[src/inc/trip_pkg.sv]
`default_nettype none
package trip_pkg;
    localparam int unsigned CLK_HZ = 50_000_000;
    // times in milliseconds
    localparam int unsigned RESET_DELAY_MS = 1000;
    localparam int unsigned EXT_RESET_DELAY_MS = 10000;
    localparam int unsigned OVERHEAT_STOP_MS = 10000;
    localparam int unsigned ALARM_FLASH_MS = 640;
    localparam int unsigned PROG_FLASH_MS = 10000;
    localparam longint unsigned CYC_PER_MS = CLK_HZ / 1000;
    localparam longint unsigned RESET_DELAY_CYC = RESET_DELAY_MS * CYC_PER_MS;
    localparam longint unsigned EXT_RESET_DELAY_CYC = EXT_RESET_DELAY_MS * CYC_PER_MS;
    localparam longint unsigned OVERHEAT_STOP_CYC = OVERHEAT_STOP_MS * CYC_PER_MS;
    localparam longint unsigned ALARM_FLASH_CYC = ALARM_FLASH_MS * CYC_PER_MS;
    localparam longint unsigned PROG_FLASH_CYC = PROG_FLASH_MS * CYC_PER_MS;
    // alarm threshold, per mille of trip value
    localparam int unsigned ALARM_PERMILLE = 750;
    localparam int unsigned LOAD_FULL_PCT = 100;
    localparam int unsigned STOP_ON_TRIP_BIT = 0;
    localparam logic [2:0] PRIO_NONE = 3'h7;
    localparam logic [2:0] PRIO_HW = 3'h1;
    localparam logic [2:0] PRIO_NONRESET = 3'h2;
    localparam logic [2:0] PRIO_NVDATA = 3'h3;
    localparam logic [2:0] PRIO_CARD = 3'h4;
    localparam logic [2:0] PRIO_CARD_PWRUP = 3'h5;
    localparam logic [2:0] PRIO_ENC_SUPPLY = 3'h4;
    localparam logic [2:0] PRIO_NORMAL = 3'h5;
    localparam logic [2:0] PRIO_UNDERVOLT = 3'h6;

    // one bit per trip source except undervoltage, which comes from the supply inputs
    typedef struct packed {
        logic internal_hardware_fault;
        logic nonresettable_fault;
        logic nonvolatile_data_error_trip;
        logic card_trip;
        logic encoder_supply_trip;
        logic extended_reset_trip;
        logic encoder_feedback_trip;
        logic normal_trip;
        logic non_important_trip;
        logic phase_loss_trip;
        logic thermal_model_overheat_trip;
    } trip_req_t;

    typedef enum logic [3:0] {
        SRC_NONE, SRC_HW, SRC_NONRESET, SRC_NVDATA, SRC_CARD, SRC_ENC_SUPPLY,
        SRC_EXT_RESET, SRC_ENC_FEEDBACK, SRC_NORMAL, SRC_NON_IMPORTANT,
        SRC_PHASE_LOSS, SRC_OVERHEAT, SRC_UNDERVOLT
    } trip_src_t;

    typedef struct packed {
        logic braking_resistor_overload_alarm;
        logic motor_overload_alarm;
        logic program_running_alarm;
    } alarm_t;
endpackage
`default_nettype wire

[src/design/trip_priority_manager.sv]
// Behaviour
// RQ1: accept trip only over larger priority number
// RQ2: priority 1 hardware faults never clear
// RQ3: priority 2 faults never clear
// RQ4: nonvolatile error clears only after defaults code
// RQ5: card trips priority 4, 5 at power-up
// RQ6: encoder supply overrides only encoder feedback trips
// RQ7: extended reset trips clear after 10 s
// RQ8: other trips clear after 1 s
// RQ9: non-important trips stop first when configured
// RQ10: phase loss stops motor before tripping
// RQ11: overheat stops, trips after 10 s anyway
// RQ12: undervoltage priority 6, self-clearing only
// RQ13: undervoltage blocks drive enable only
// RQ14: undervoltage save unless low-voltage supply mode
// RQ15: supply restored clears only undervoltage trip
// RQ16: supply switching only during undervoltage condition
// RQ17: undervoltage shown only with no other trip
// RQ18: power-up undervoltage without parameter save
// RQ19: alarms flash 640 ms, program alarm 10 s
// RQ20: no alarms while editing a parameter
// RQ21: resistor alarm at 75.0 % while braking
// RQ22: motor alarm at 75 % above full load
// RQ23: simultaneous trips take smallest priority number
`default_nettype none
module trip_priority_manager #(
    parameter int unsigned ACC_W = 16,
    parameter longint unsigned RESET_DELAY = trip_pkg::RESET_DELAY_CYC,
    parameter longint unsigned EXT_RESET_DELAY = trip_pkg::EXT_RESET_DELAY_CYC,
    parameter longint unsigned OVERHEAT_STOP = trip_pkg::OVERHEAT_STOP_CYC,
    parameter longint unsigned ALARM_FLASH = trip_pkg::ALARM_FLASH_CYC,
    parameter longint unsigned PROG_FLASH = trip_pkg::PROG_FLASH_CYC
) (
    input wire logic clk_i,
    input wire logic srst_i,
    // trip sources and operator
    input wire trip_pkg::trip_req_t trip_req_i,
    input wire logic reset_req_i,
    input wire logic defaults_code_written_i,
    input wire logic powering_up_i,
    // motor and supply state
    input wire logic motor_stopped_i,
    input wire logic [7:0] stop_on_trip_config_i,
    input wire logic undervoltage_condition_flag_i,
    input wire logic low_voltage_supply_mode_flag_i,
    input wire logic above_restart_level_i,
    input wire logic supply_switch_req_i,
    // alarm inputs
    input wire logic [ACC_W-1:0] resistor_heating_accumulator_i,
    input wire logic [ACC_W-1:0] resistor_trip_value_i,
    input wire logic braking_active_i,
    input wire logic [ACC_W-1:0] motor_heating_accumulator_i,
    input wire logic [ACC_W-1:0] motor_trip_value_i,
    input wire logic [7:0] drive_load_pct_i,
    input wire logic program_running_i,
    input wire logic param_editing_i,
    // outputs
    output logic tripped_o,
    output trip_pkg::trip_src_t trip_src_o,
    output logic [2:0] trip_prio_o,
    output logic undervoltage_trip_o,
    output logic drive_enable_block_o,
    output logic stop_req_o,
    output logic power_down_save_o,
    output logic supply_switch_ok_o,
    output trip_pkg::alarm_t alarm_show_o
);
    import trip_pkg::*;

    // refuse settings that the counters and the threshold product cannot serve
    if (ACC_W < 4 || ACC_W > 32 || RESET_DELAY < 1 || EXT_RESET_DELAY < 1 ||
        OVERHEAT_STOP < 1 || ALARM_FLASH < 2 || PROG_FLASH < 2) begin : g_param_check
        $error("trip_priority_manager: unsupported parameter");
    end

    trip_src_t src_reg;
    logic [2:0] prio_reg;
    logic [39:0] age_reg;
    logic first_reg;
    trip_src_t cand;
    logic [2:0] cand_prio;
    logic stop_pend_reg;
    trip_src_t stop_src_reg;
    logic [39:0] stop_age_reg;

    // smallest priority number wins among simultaneous requests [RQ23]
    always_comb begin
        cand = SRC_NONE;
        cand_prio = PRIO_NONE;
        if (trip_req_i.internal_hardware_fault) begin
            cand = SRC_HW;
            cand_prio = PRIO_HW;
        end else if (trip_req_i.nonresettable_fault) begin
            cand = SRC_NONRESET;
            cand_prio = PRIO_NONRESET;
        end else if (trip_req_i.nonvolatile_data_error_trip) begin
            cand = SRC_NVDATA;
            cand_prio = PRIO_NVDATA;
        end else if (trip_req_i.card_trip && !powering_up_i) begin
            cand = SRC_CARD;
            cand_prio = PRIO_CARD; // [RQ5]
        end else if (trip_req_i.encoder_supply_trip) begin
            cand = SRC_ENC_SUPPLY;
            cand_prio = PRIO_ENC_SUPPLY;
        end else if (trip_req_i.card_trip) begin
            cand = SRC_CARD;
            cand_prio = PRIO_CARD_PWRUP; // [RQ5]
        end else if (trip_req_i.extended_reset_trip) begin
            cand = SRC_EXT_RESET;
            cand_prio = PRIO_NORMAL;
        end else if (trip_req_i.encoder_feedback_trip) begin
            cand = SRC_ENC_FEEDBACK;
            cand_prio = PRIO_NORMAL;
        end else if (trip_req_i.normal_trip) begin
            cand = SRC_NORMAL;
            cand_prio = PRIO_NORMAL;
        end else if (stop_pend_reg && (motor_stopped_i || stop_age_reg >= OVERHEAT_STOP)) begin
            cand = stop_src_reg; // [RQ10] [RQ11]
            cand_prio = PRIO_NORMAL;
        end else if (trip_req_i.non_important_trip && !stop_on_trip_config_i[STOP_ON_TRIP_BIT]) begin
            cand = SRC_NON_IMPORTANT;
            cand_prio = PRIO_NORMAL;
        end else if (first_reg && !above_restart_level_i) begin
            cand = SRC_UNDERVOLT; // [RQ18]
            cand_prio = PRIO_UNDERVOLT;
        end else if (undervoltage_condition_flag_i) begin
            cand = SRC_UNDERVOLT;
            cand_prio = PRIO_UNDERVOLT;
        end
    end

    // accept over larger number; encoder supply over priority 5 only for feedback trips [RQ1] [RQ6]
    logic accept;
    assign accept = (cand != SRC_NONE) && (cand_prio < prio_reg) &&
        !(cand == SRC_ENC_SUPPLY && prio_reg == PRIO_NORMAL && src_reg != SRC_ENC_FEEDBACK);

    logic reset_ok;
    always_comb begin
        unique case (src_reg)
            SRC_HW, SRC_NONRESET, SRC_UNDERVOLT, SRC_NONE: reset_ok = 1'b0; // [RQ2] [RQ3] [RQ12]
            SRC_NVDATA: reset_ok = defaults_code_written_i && age_reg >= RESET_DELAY; // [RQ4]
            SRC_EXT_RESET: reset_ok = age_reg >= EXT_RESET_DELAY; // [RQ7]
            default: reset_ok = age_reg >= RESET_DELAY; // [RQ8]
        endcase
    end

    // restored supply clears undervoltage only [RQ15]
    logic undervolt_clear;
    assign undervolt_clear = src_reg == SRC_UNDERVOLT && above_restart_level_i;

    always_ff @(posedge clk_i) begin
        if (srst_i) begin
            src_reg <= SRC_NONE;
            prio_reg <= PRIO_NONE;
            age_reg <= 40'h0;
        end else if (accept) begin
            src_reg <= cand;
            prio_reg <= cand_prio;
            age_reg <= 40'h0; // [RQ23]
        end else if ((reset_req_i && reset_ok) || undervolt_clear) begin
            src_reg <= SRC_NONE;
            prio_reg <= PRIO_NONE;
            age_reg <= 40'h0;
        end else if (src_reg != SRC_NONE && age_reg != 40'hff_ffff_ffff) begin
            age_reg <= age_reg + 40'h1;
        end
    end

    always_ff @(posedge clk_i) begin
        if (srst_i) begin
            first_reg <= 1'b1;
        end else begin
            first_reg <= 1'b0;
        end
    end

    // stop before tripping for phase loss, overheat, configured non-important
    always_ff @(posedge clk_i) begin
        if (srst_i) begin
            stop_pend_reg <= 1'b0;
            stop_src_reg <= SRC_NONE;
            stop_age_reg <= 40'h0;
        end else if (stop_pend_reg) begin
            if (accept || src_reg != SRC_NONE && prio_reg <= PRIO_NORMAL) begin
                stop_pend_reg <= 1'b0;
            end
            if (stop_age_reg != 40'hff_ffff_ffff) begin
                stop_age_reg <= stop_age_reg + 40'h1;
            end
        end else if (prio_reg > PRIO_NORMAL) begin
            stop_age_reg <= 40'h0;
            if (trip_req_i.thermal_model_overheat_trip) begin
                stop_pend_reg <= 1'b1; // [RQ11]
                stop_src_reg <= SRC_OVERHEAT;
            end else if (trip_req_i.phase_loss_trip) begin
                stop_pend_reg <= 1'b1; // [RQ10]
                stop_src_reg <= SRC_PHASE_LOSS;
            end else if (trip_req_i.non_important_trip && stop_on_trip_config_i[STOP_ON_TRIP_BIT]) begin
                stop_pend_reg <= 1'b1; // [RQ9]
                stop_src_reg <= SRC_NON_IMPORTANT;
            end
        end
    end

    always_ff @(posedge clk_i) begin
        if (srst_i) begin
            tripped_o <= 1'b0;
            trip_src_o <= SRC_NONE;
            trip_prio_o <= PRIO_NONE;
            undervoltage_trip_o <= 1'b0;
            drive_enable_block_o <= 1'b1;
            stop_req_o <= 1'b0;
            power_down_save_o <= 1'b0;
            supply_switch_ok_o <= 1'b0;
        end else begin
            tripped_o <= src_reg != SRC_NONE;
            trip_src_o <= src_reg;
            trip_prio_o <= prio_reg;
            undervoltage_trip_o <= src_reg == SRC_UNDERVOLT; // [RQ17]
            drive_enable_block_o <= src_reg != SRC_NONE; // [RQ13]
            stop_req_o <= stop_pend_reg;
            power_down_save_o <= accept && cand == SRC_UNDERVOLT && !first_reg &&
                !low_voltage_supply_mode_flag_i; // [RQ14] [RQ18]
            supply_switch_ok_o <= supply_switch_req_i && undervoltage_condition_flag_i; // [RQ16]
        end
    end

    // alarms
    function automatic logic at_threshold(input logic [ACC_W-1:0] acc,
                                          input logic [ACC_W-1:0] lim);
        return 42'(acc) * 42'(1000) >= 42'(lim) * 42'(ALARM_PERMILLE);
    endfunction

    logic [39:0] flash_cnt_reg;
    logic [39:0] prog_cnt_reg;
    logic flash_on_reg;
    logic prog_on_reg;
    always_ff @(posedge clk_i) begin
        if (srst_i) begin
            flash_cnt_reg <= 40'h0;
            flash_on_reg <= 1'b0;
        end else if (flash_cnt_reg >= ALARM_FLASH - 1) begin
            flash_cnt_reg <= 40'h0;
            flash_on_reg <= 1'b1; // [RQ19]
        end else begin
            flash_cnt_reg <= flash_cnt_reg + 40'h1;
            if (flash_cnt_reg >= ALARM_FLASH / 2 - 1) begin
                flash_on_reg <= 1'b0;
            end
        end
    end
    always_ff @(posedge clk_i) begin
        if (srst_i) begin
            prog_cnt_reg <= 40'h0;
            prog_on_reg <= 1'b0;
        end else if (prog_cnt_reg >= PROG_FLASH - 1) begin
            prog_cnt_reg <= 40'h0;
            prog_on_reg <= 1'b1; // [RQ19]
        end else begin
            prog_cnt_reg <= prog_cnt_reg + 40'h1;
            if (prog_cnt_reg >= ALARM_FLASH / 2 - 1) begin
                prog_on_reg <= 1'b0;
            end
        end
    end

    always_ff @(posedge clk_i) begin
        if (srst_i) begin
            alarm_show_o <= '0;
        end else begin
            alarm_show_o.braking_resistor_overload_alarm <= !param_editing_i && flash_on_reg &&
                braking_active_i &&
                at_threshold(resistor_heating_accumulator_i, resistor_trip_value_i); // [RQ20] [RQ21]
            alarm_show_o.motor_overload_alarm <= !param_editing_i && flash_on_reg &&
                drive_load_pct_i > 8'(LOAD_FULL_PCT) &&
                at_threshold(motor_heating_accumulator_i, motor_trip_value_i); // [RQ20] [RQ22]
            alarm_show_o.program_running_alarm <= !param_editing_i && prog_on_reg &&
                program_running_i; // [RQ19] [RQ20]
        end
    end

    AST_HW_STICKS: assert property (@(posedge clk_i) disable iff (srst_i) // [RQ2]
        src_reg == SRC_HW |=> src_reg == SRC_HW)
        else $error("hardware fault was cleared");
    AST_ACCEPT_ORDER: assert property (@(posedge clk_i) disable iff (srst_i) // [RQ1]
        src_reg != $past(src_reg) && src_reg != SRC_NONE && $past(src_reg) != SRC_NONE
        |-> prio_reg < $past(prio_reg))
        else $error("trip replaced without smaller priority");
    AST_EARLY_RESET: assert property (@(posedge clk_i) disable iff (srst_i) // [RQ8]
        src_reg == SRC_NORMAL && age_reg < RESET_DELAY && !accept |=> src_reg != SRC_NONE)
        else $error("normal trip cleared too early");
    AST_UNDERVOLT_NO_USER: assert property (@(posedge clk_i) disable iff (srst_i) // [RQ12]
        src_reg == SRC_UNDERVOLT && !above_restart_level_i && !accept |=> src_reg == SRC_UNDERVOLT)
        else $error("undervoltage cleared by user");
    AST_SWITCH: assert property (@(posedge clk_i) disable iff (srst_i) // [RQ16]
        supply_switch_ok_o |-> $past(undervoltage_condition_flag_i))
        else $error("supply switch outside undervoltage");
    AST_EDIT_QUIET: assert property (@(posedge clk_i) disable iff (srst_i) // [RQ20]
        $past(param_editing_i) |-> alarm_show_o == '0)
        else $error("alarm shown while editing");
    AST_SAVE_LV: assert property (@(posedge clk_i) disable iff (srst_i) // [RQ14]
        power_down_save_o |-> !$past(low_voltage_supply_mode_flag_i) && undervoltage_trip_o == 1'b0
        ##1 undervoltage_trip_o)
        else $error("save in low-voltage mode");
    AST_UNDERVOLT_ENABLE: assert property (@(posedge clk_i) disable iff (srst_i) // [RQ13]
        undervoltage_trip_o |-> drive_enable_block_o)
        else $error("enable not blocked in undervoltage");
endmodule // trip_priority_manager
`default_nettype wire

[config.mk]
export PLATFORM = sky130hd
export DESIGN_NAME = trip_priority_manager
export DESIGN_NICKNAME = d
export VERILOG_FILES = /design/src/inc/trip_pkg.sv /design/src/design/trip_priority_manager.sv
export SDC_FILE = /design/constraint.sdc
export NUM_CORES = 1
export LEC_CHECK = 0
export ABC_AREA = 0
export BUFFER_PORTS_ARGS = -buffer_cell sky130_fd_sc_hd__clkbuf_2
export CORE_MARGIN = 2
export CORE_UTILIZATION = 35
export DETAILED_ROUTE_END_ITERATION = 6
export PLACE_DENSITY_LB_ADDON = 0.25
export SETUP_SLACK_MARGIN = 0.2
export SYNTH_ARGS = -nofsm -noshare
export SYNTH_HDL_FRONTEND = slang
export SYNTH_SLANG_ARGS = --single-unit
[constraint.sdc]
create_clock -name clk_i -period 5.3 [get_ports clk_i]
set_input_delay 0.265 -clock clk_i [delete_from_list [all_inputs] [get_ports clk_i]]
set_output_delay 0.265 -clock clk_i [all_outputs]
set_load 0.01 [all_outputs]
==> run_results.csv, run 1 <==
group,metric,value,unit
logic_synthesis,synth_top_family_by_area,"adder cells",
finish,multi_input_area,16100,µm²
timing,finalCritPeriodShare,101,%
routing,drc,0,
critical_path,worst_path_max_delay_cell,"fa_1",
place,dp_cells,3510,
floorplanning,die_h,252,µm
place,dp_hpwl,36700,µm
critical_path,r2r_cells,13,
floorplanning,die_area,63500,µm²
clock_network,cts.sinks,190,
critical_path,worstReg2RegStart,"stop_age_reg[17]$_SDFFE_PP0P_",
outcome,status,"finished with violations",
logic_synthesis,synth_edf_count,0,
finish,area_growth,20.2,%
timing,fin_crit,5.36,ns
routing,dr.first_iter.drc_count,541,
finish,stdcell_count,3555,
routing,vias,16600,
grt,grt_pass1_vias,17300,
grt,antenna_found_initial,2,
clock_network,clock_latency,0.43,ns
clock_network,clk_pin_slew_worst_paths,0.07,ns
timing,worst_pin_slew,0.940,ns
flow_run,maxCapViolations,0,
floorplanning,floorplan.initialDensity,35.5,%
critical_path,reg2reg_slack,1.71,ns
logic_synthesis,synth_seq_area_share,17.7,%
logic_synthesis,yosys.area_share.xor_xnor,7.61,%
critical_path,r2r-end,"age_reg[5]$_SDFFE_PP0P_",
hold_path,hold_start,"supply_switch_req_i",
logic_synthesis,synthCells,2379,
power,p_per_area,548,nW/µm²
power,seqPwrFrac,10.5,%
clock_network,cts_hold_buf,0,
logic_synthesis,ys_ff_latch,190,
routing,wirelength,42700,µm
hold_path,whs_endpoint,"supply_switch_ok_o$_SDFF_PP0_",
critical_path,cp-startpoint,"resistor_trip_value_i[5]",
logic_synthesis,synth_async_sr_flop_share,0,%
floorplanning,coreArea,60600,µm²
clock_network,htree_levels,4,
grt,gr-usage-all-layers,14.3,%
logic_synthesis,syn_area,21500,µm²
logic_synthesis,synthAdderAreaFrac,40.0,%
critical_path,crit_type,"in2reg",
logic_synthesis,ys.flop_type,"dfxtp_1",
routing,drtPass1Iterations,5,
clock_network,cts_tree,"done",
timing,fmax,187,MHz
logic_synthesis,synth_top_area_share,22.7,%
clock_network,cts_buffers,17,
timing,fin_skew,0.00741,ns
timing,setup_tns,-0.0580,ns
logic_synthesis,synth-compound-area-share,9.05,%
timing,relSlewSlack,37.3,%
place,dpl_cell_area,24900,µm²
place,gp_congestion,0.840,
routing,antenna_left,0,
outcome,violations,"negative setup slack",
power,ir_worst_vdd,0.515,mV
critical_path,startpoint_type,"input pin",
timing,hold_viol,0,
finish,final_nets,3405,
hold_path,min_path_type,"in2reg",
power,power_frac_comb,80.5,%
critical_path,slowest_delay,0.54,ns
critical_path,critPathMaxFanout,3,
floorplanning,dieWidth,252,µm
logic_synthesis,synthMuxAreaShare,0.0465,%
finish,finalInstanceArea,25900,µm²
logic_synthesis,ys_warn_count,0,
power,power_leakage,12.4,nW
floorplanning,row_count,90,
logic_synthesis,synth-simple-area-share,15.8,%
critical_path,end_kind,"flop",
logic_synthesis,synthTopCellsByArea,"fa_1 23%, dfxtp_1 18%, ha_1 17%, inv_1 8.9%, xor2_1 3.9%",
power,p_clk_share,9.0,%
timing,setup_viol,1,
logic_synthesis,synth_cell_type_count,90,
power,p_int,7.93,mW
logic_synthesis,syn_avg_cell_area,9.04,µm²
finish,drive_gt1_share,19.0,%
grt,grt_max_degree,41,
timing,hold_slack,0.0318,ns
timing,grt_setup_unrepaired,"true",
routing,post_drt_wl_per_cell,12.0,µm
timing,slew_viol_final,0,
critical_path,arrival,5.72,ns
grt,grt_pass1_wl,78000,µm
clock_network,ctsRootBufferMaster,"clkbuf_16",
finish,regArea,3800,µm²
power,p_sw,6.26,mW
power,switching_share,44.1,%
timing,fin_ws,-0.0580,ns
place,portBuffers,112,
floorplanning,ios,120,
finish,final.fill_count,5947,
clock_network,cts_buffer_depth,2,
hold_path,hold_path_depth,3,
logic_synthesis,synth_top_area_cell,"fa_1",
critical_path,cp.required,5.66,ns
routing,viasPerCell,4.66,
grt,grt_overflow,0,
## metal layers
layer / track usage (%) / wire length, µm
met3: 1.42 / 842
met4: 2.52 / 340
met1: 19.2 / 20700
met5: 0 / 0
met2: 25.2 / 20800
## cell usage after synthesis (3+ instances only)
master / number
and4_1: 11
o2111ai_1: 12
o21bai_1: 7
a211o_1: 6
o31a_1: 3
nor2b_1: 18
nor2_4: 29
a21oi_1: 75
a21boi_0: 5
dfxtp_1: 190
o211ai_1: 9
nand4_1: 35
buf_2: 4
o31ai_1: 4
or3_1: 17
nand4_2: 3
and3_1: 34
nor4_1: 24
inv_1: 512
and2_1: 5
o21ai_0: 52
ha_1: 298
nor2_2: 4
o21ai_1: 3
nand2b_1: 18
buf_12: 3
xor2_1: 97
o21a_1: 4
nand2_1: 104
nand3_1: 81
xnor2_1: 90
nor3_1: 42
a211oi_1: 12
fa_1: 244
a21o_1: 24
a31oi_1: 16
o41ai_1: 5
nand3b_1: 6
clkbuf_1: 13
or2_2: 12
nor2_1: 182
a311oi_1: 6
buf_6: 3
## power by group through the flow
stage | combinational, mW | clock [mW] | sequential (mW)
detailed placement | 10.8 | 0 | 1.52
finish | 11.4 | 1.27 | 1.49
floorplan | 7.39 | 0 | 1.52
global placement | 10.7 | 0 | 1.52
global route | 13.1 | 1.37 | 1.50
CTS | 11.5 | 1.32 | 1.49
## through the flow
step / power, mW / setup slack, ns / utilization, %
6_report: 14.2 / -0.0580 / 42.7
5_1_grt: 15.9 / -0.366 / 42.7
4_1_cts: 14.3 / -0.0284 / 42.6
3_5_place_dp: 12.3 / -0.553 / 41.2
3_3_place_gp: 12.2 / -0.508 / 41.2
2_1_floorplan: 8.91 / -0.107 / -
## worst max-delay path, delay by kind of cell
family / cells / cell delay [ns]
adders and majority gates: 6 / 2.36
AOI/OAI and AO/OA: 10 / 1.77
and+or+nand+nor: 6 / 0.79
buffers and inverters: 4 / 0.37
xor gates and xnor gates: 1 / 0.14
## timing repair
| action | in CTS | in global routing |
|---|---|---|
| endpoints found under the setup margin | 2 | 2 |
| gates resized for setup | 39 | 17 |
| pin swaps | 51 | 16 |
| buffers inserted | 12 | 0 |
## placed cells by master, fill, tap and decap left out, drive strengths merged, types with 6 or more instances in the layout
cell	synthesis	layout
a211o	6	6
a211oi	14	14
a21boi	6	6
a21o	24	24
a21oi	75	75
a311oi	6	6
a31oi	18	18
and2	7	7
and3	36	36
and4	12	12
buf	11	251
clkbuf	13	127
clkinvlp	0	6
conb	1	26
dfxtp	190	190
fa	244	244
ha	298	298
inv	512	516
nand2	104	104
nand2b	19	19
nand3	81	81
nand3b	7	7
nand4	38	38
nor2	215	215
nor2b	18	18
nor3	43	43
nor4	24	24
o2111ai	13	13
o211ai	9	9
o21ai	58	58
o21bai	7	7
or2	13	13
or3	18	18
xnor2	90	90
xor2	97	97
## kinds of logic (layout without fill, tap and decap cells)
logic type	Yosys count	count (layout)
multiplexers	1	1
other	1	27
buffers and inverters	536	904
AND/OR/NAND/NOR	642	642
flip-flops	190	190
adder cells (fa/ha/maj)	542	542
XOR/XNOR	187	187
AO/OA/AOI/OAI	280	280
## cell type report
type | count | share of cell area [%]
antenna | 1 | 0.00967
clock buffer | 18 | 1.70
clock inverter | 14 | 0.576
inverter | 512 | 7.46
multi-input combinational | 1678 | 62.2
sequential | 190 | 14.7
tap | 782 | 3.78
timing repair buffer | 360 | 9.60
## worst max path at each step
stage / to / slack, ns / depth (start not counted)
after global placement: alarm_show_o[2]$_SDFF_PP0_ / -0.51 / 28
after CTS: alarm_show_o[2]$_SDFF_PP0_ / -0.03 / 28
after global routing: alarm_show_o[2]$_SDFF_PP0_ / -0.37 / 26
after detailed placement: alarm_show_o[2]$_SDFF_PP0_ / -0.55 / 25
after floorplan: alarm_show_o[2]$_SDFF_PP0_ / -0.11 / 27
final: alarm_show_o[2]$_SDFF_PP0_ / -0.06 / 27
No activity file was read; power rests on OpenSTA's default activity.
==> run 2: changes to the inputs <==
Settings changed: SKIP_CTS_REPAIR_TIMING set to 1.
==> run 2 against run 1 <==
Compared with the run above:
- the run still ends with negative setup slack left
- die area unchanged
- combinational power about the same
- first-iteration DRC count down 6.7%
- critical path type unchanged
- utilization down 0.20 points
- via count down 0.19%
- cell count down 0.28%
- sequential share of layout area up 0.069 points
- non-clock buffer count down 10
- register-to-register slack about the same
- setup slack worse by 0.049 ns
==> run_results.csv, run 2 (synthesized netlist as in run 1, its figures left out) <==
group,metric,value,unit
critical_path,r2r_cells,13,
grt,grt_max_degree,41,
timing,finalCritPeriodShare,102,%
finish,regArea,3800,µm²
floorplanning,row_count,90,
timing,fmax,185,MHz
critical_path,reg2reg_slack,1.71,ns
hold_path,whs_endpoint,"supply_switch_ok_o$_SDFF_PP0_",
finish,multi_input_area,16000,µm²
place,portBuffers,112,
critical_path,end_kind,"flop",
routing,drtPass1Iterations,4,
timing,grt_setup_unrepaired,"true",
timing,setup_tns,-0.107,ns
floorplanning,dieWidth,252,µm
hold_path,min_path_type,"in2reg",
clock_network,clock_latency,0.43,ns
floorplanning,coreArea,60600,µm²
finish,final.fill_count,5963,
grt,grt_overflow,0,
timing,fin_crit,5.41,ns
finish,drive_gt1_share,18.4,%
clock_network,cts_buffer_depth,2,
clock_network,cts.sinks,190,
place,dpl_cell_area,24900,µm²
timing,relSlewSlack,37.5,%
finish,stdcell_count,3545,
clock_network,cts_tree,"done",
timing,fin_ws,-0.107,ns
place,dp_slack,-0.553,ns
timing,fin_skew,0.00727,ns
hold_path,hold_path_depth,3,
clock_network,htree_levels,4,
timing,worst_pin_slew,0.938,ns
place,gp_congestion,0.840,
finish,final_nets,3395,
flow_run,maxCapViolations,0,
critical_path,crit_type,"in2reg",
outcome,violations,"negative setup slack",
finish,layout.cells.most_common_list,"507 x inv_1, 288 x ha_1, 244 x fa_1",
routing,drc,0,
routing,wirelength,42600,µm
critical_path,cp.required,5.61,ns
critical_path,worstReg2RegStart,"stop_age_reg[17]$_SDFFE_PP0P_",
clock_network,cts_buffers,17,
power,p_per_area,544,nW/µm²
clock_network,ctsRootBufferMaster,"clkbuf_16",
floorplanning,ios,120,
power,ir_worst_vdd,0.518,mV
outcome,status,"finished with violations",
place,dp_cells,3510,
grt,grt_pass1_wl,77300,µm
routing,antenna_left,0,
timing,setup_viol,1,
critical_path,startpoint_type,"input pin",
floorplanning,die_h,252,µm
timing,hold_slack,0.0320,ns
finish,final_common_cell,"inv_1",
grt,antenna_found_initial,2,
grt,grt_pass1_vias,17200,
place,dp_hpwl,36700,µm
floorplanning,die_area,63500,µm²
timing,hold_viol,0,
hold_path,hold_start,"supply_switch_req_i",
routing,dr.first_iter.drc_count,505,
timing,slew_viol_final,0,
grt,gr-usage-all-layers,14.2,%
critical_path,critPathMaxFanout,4,
routing,viasPerCell,4.66,
critical_path,arrival,5.72,ns
finish,finalInstanceArea,25700,µm²
routing,vias,16500,
routing,post_drt_wl_per_cell,12.0,µm
finish,area_growth,19.7,%
critical_path,r2r-end,"age_reg[5]$_SDFFE_PP0P_",
power,fin_total_pwr,14.0,mW
power,power_leakage,12.3,nW
floorplanning,floorplan.initialDensity,35.5,%
clock_network,clk_pin_slew_worst_paths,0.07,ns
finish,utilization,42.5,%
## run 2: cell types whose count changed in the layout (fill, tap and decap cells not counted), moves of 2 or more
cell / change
inv_2: -2
buf_4: -9
nor3_2: -2
buf_6: -2
clkbuf_2: +2
nand3_1: +2
nand3_2: -2
inv_1: +2
## run 2: worst max-delay path, cell delays in order
cell and delay [ns]:
clkbuf_2 0.14, fa_1 0.56, inv_1 0.05, fa_1 0.48, inv_1 0.05, fa_1 0.48
inv_1 0.05, fa_1 0.52, inv_2 0.05, ha_4 0.26, inv_2 0.04, o21ba_4 0.21
a31oi_4 0.16, a41oi_2 0.15, a2111oi_2 0.42, o21ai_1 0.18, a21oi_2 0.17, nor2b_1 0.07
xor2_1 0.14, ha_1 0.31, nand4_1 0.11, nor4_2 0.05, a221o_1 0.31, a21o_1 0.17
a21oi_2 0.13, nand2_1 0.07, nand4_1 0.09, a31oi_1 0.05
## run 2: worst max path at each step
stage | slack [ns] | startpoint | endpoint
after floorplan | -0.11 | resistor_trip_value_i[6] | alarm_show_o[2]$_SDFF_PP0_
after global placement | -0.51 | resistor_trip_value_i[9] | alarm_show_o[2]$_SDFF_PP0_
after detailed placement | -0.55 | resistor_trip_value_i[5] | alarm_show_o[2]$_SDFF_PP0_
after CTS | -0.14 | resistor_trip_value_i[5] | alarm_show_o[2]$_SDFF_PP0_
after global routing | -0.41 | resistor_trip_value_i[6] | alarm_show_o[2]$_SDFF_PP0_
final | -0.11 | resistor_trip_value_i[9] | alarm_show_o[2]$_SDFF_PP0_
## run 2: metal layers
layer  up-vias  share of wire (%)  track usage [%]
li1       8449                  -                -
met1      7928                 49             19.0
met2       133                 49             25.0
met3        19                1.8             1.42
met4         0               0.69             2.42
met5         -                  0                0
## run 2: layout make-up
class / instances / area share (%)
Sequential cell: 190 / 14.8
Multi-Input combinational cell: 1678 / 62.3
Clock inverter: 14 / 0.578
Inverter: 512 / 7.49
Clock buffer: 18 / 1.71
Tap cell: 782 / 3.80
Antenna cell: 1 / 0.00972
Timing Repair Buffer: 350 / 9.32
## run 2: where the power goes
part           internal [mW]  total (mW)  switching (mW)
clock                  0.676        1.27           0.594
combinational           5.67        11.3            5.58
sequential              1.46        1.49          0.0268
==> run 3: changes to the inputs <==
Settings changed: CORE_ASPECT_RATIO set to 1.2.
Clock period 5.3 ns to 5.2 ns, I/O delays scaled along.
==> run 3 against run 2 <==
Compared with the run above:
- the run still ends with negative setup slack left
- utilization grew 0.080 points
- clock-buffer cell count shrank 1
- combinational power is essentially flat
- cell count grew 1.0%
- clock skew grew 0.0053 ns
- design area grew 0.58%
- critical path depth shrank 1
- power grew 2.2%
- die area is essentially flat
- hold slack lost 0.0056 ns
- setup slack gained 0.0044 ns
- sequential power is essentially flat
- largest cell class unchanged
- largest power group unchanged
==> run_results.csv, run 3 (synthesized netlist as in run 1, its figures left out) <==
group,metric,value,unit
outcome,status,"finished with violations",
outcome,violations,"negative setup slack",
finish,final_nets,3407,
critical_path,worstReg2RegStart,"stop_age_reg[17]$_SDFFE_PP0P_",
critical_path,slowest_delay,0.55,ns
finish,final_common_cell,"inv_1",
floorplanning,row_count,99,
power,ir_worst_vdd,0.482,mV
routing,viasPerCell,4.68,
timing,fin_ws,-0.102,ns
clock_network,clock_latency,0.45,ns
critical_path,crit_top_cell,"fa_1",
critical_path,r2r-end,"age_reg[25]$_SDFFE_PP0P_",
grt,use_met3,1.45,%
power,p_per_area,553,nW/µm²
timing,setup_viol,1,
hold_path,hold_start,"supply_switch_req_i",
timing,worst_pin_slew,0.947,ns
finish,antenna-diode-count,0,
finish,area_growth,20.3,%
critical_path,path_delay_family,"adder cells",
routing,vias,16700,
grt,grt_pass1_vias,17600,
timing,finalCritPeriodShare,102,%
grt,grt_max_degree,39,
floorplanning,floorplan.initialDensity,35.4,%
timing,fin_skew,0.0126,ns
timing,fmax,189,MHz
place,portBuffers,112,
grt,gr-usage-all-layers,14.4,%
routing,post_drt_wl_per_cell,12.1,µm
floorplanning,die_area,63500,µm²
floorplanning,coreArea,60800,µm²
critical_path,cp_num_buf_inv,7,
timing,hold_viol,0,
critical_path,reg2reg_slack,1.43,ns
critical_path,startpoint_type,"input pin",
critical_path,critPathMaxFanout,4,
timing,relSlewSlack,36.9,%
grt,grt_overflow,0,
hold_path,hold_path_depth,3,
timing,hold_slack,0.0264,ns
place,dp_cells,3544,
critical_path,worst_path_max_delay_cell,"fa_1",
clock_network,cts_buffer_depth,2,
timing,grt_setup_unrepaired,"true",
critical_path,arrival,5.64,ns
grt,antenna_found_initial,0,
finish,utilization,42.6,%
critical_path,r2r_cells,13,
clock_network,cts_tree,"done",
floorplanning,ios,120,
routing,dr.first_iter.drc_count,615,
finish,stdcell_count,3582,
routing,wirelength,43400,µm
finish,layout.cells.most_common_list,"505 x inv_1, 290 x ha_1, 246 x buf_4",
critical_path,crit_type,"in2reg",
place,gp_congestion,0.851,
critical_path,end_kind,"flop",
power,power_leakage,12.4,nW
grt,met1_usage,18.1,%
critical_path,cp.required,5.54,ns
clock_network,cts_buffers,17,
grt,busiest_layer,"met2",
floorplanning,dieWidth,230,µm
floorplanning,die_h,276,µm
place,dp_hpwl,37500,µm
routing,antenna_left,0,
flow_run,maxCapViolations,0,
routing,drtPass1Iterations,5,
hold_path,whs_endpoint,"supply_switch_ok_o$_SDFF_PP0_",
clock_network,clk_pin_slew_worst_paths,0.08,ns
grt,grt_use_met2,26.7,%
clock_network,cts.sinks,190,
clock_network,ctsRootBufferMaster,"clkbuf_16",
timing,slew_viol_final,0,
routing,drc,0,
clock_network,htree_levels,4,
hold_path,min_path_type,"in2reg",
timing,fin_crit,5.30,ns
grt,grt_pass1_wl,78100,µm
finish,drive_gt1_share,19.0,%
run 3: changes by cell type in the layout (fill, tap and decap cells not counted), sizes merged:
| cell | previous run | this run |
|---|---|---|
| buf | 239 | 253 |
| clkbuf | 129 | 126 |
| clkinvlp | 6 | 3 |
| diode | 1 | 0 |
| inv | 516 | 520 |
run 3: worst max-delay path by stage:
stage / slack [ns] / depth (start not counted) / from / endpoint
floorplan: -0.20 / 27 / resistor_trip_value_i[6] / alarm_show_o[2]$_SDFF_PP0_
detailed placement: -0.66 / 28 / resistor_trip_value_i[9] / alarm_show_o[2]$_SDFF_PP0_
finish: -0.10 / 27 / resistor_trip_value_i[9] / alarm_show_o[2]$_SDFF_PP0_
global placement: -0.59 / 28 / resistor_trip_value_i[9] / alarm_show_o[2]$_SDFF_PP0_
global route: -0.45 / 27 / resistor_heating_accumulator_i[3] / alarm_show_o[2]$_SDFF_PP0_
CTS: -0.22 / 28 / resistor_trip_value_i[9] / alarm_show_o[2]$_SDFF_PP0_
run 3: layout make-up:
class,count,area (µm²)
clock buffers,17,425
well taps,808,1010
multi-input cells,1678,16100
repair buffers,362,2480
inverters,512,1930
clock inverters,15,164
fillers,6019,34900
flip-flops and latches,190,3800
run 3: power breakdown:
part           internal, mW  leakage, nW  switching, mW
registers              1.49         1.55         0.0273
logic                  5.81         10.5           5.68
clock network         0.686        0.289          0.633
total                  7.99         12.4           6.34
run 3: through the flow:
step           setup TNS [ns]  worst slack, ns  instance area [µm²]  total power [mW]
2_1_floorplan          -0.202           -0.202                21800              9.08
3_3_place_gp           -0.993           -0.594                25000              12.4
3_5_place_dp            -1.14           -0.662                25000              12.5
4_1_cts                -0.243           -0.225                25600              14.0
5_1_grt                -0.687           -0.454                25900              16.1
6_report               -0.102           -0.102                25900              14.3
run 3: routing by layer:
metal,up-vias,wire [µm],share of wire [%]
met5,-,0,0
met4,0,396,0.91
met3,30,869,2.0
met2,165,22600,52
met1,8084,19500,45
li1,8470,-,-
run 3: tightest hold or removal path, cell delays in order:
cell      delay (ns)
clkbuf_2        0.08
nand2_1         0.06
nor2_1          0.03
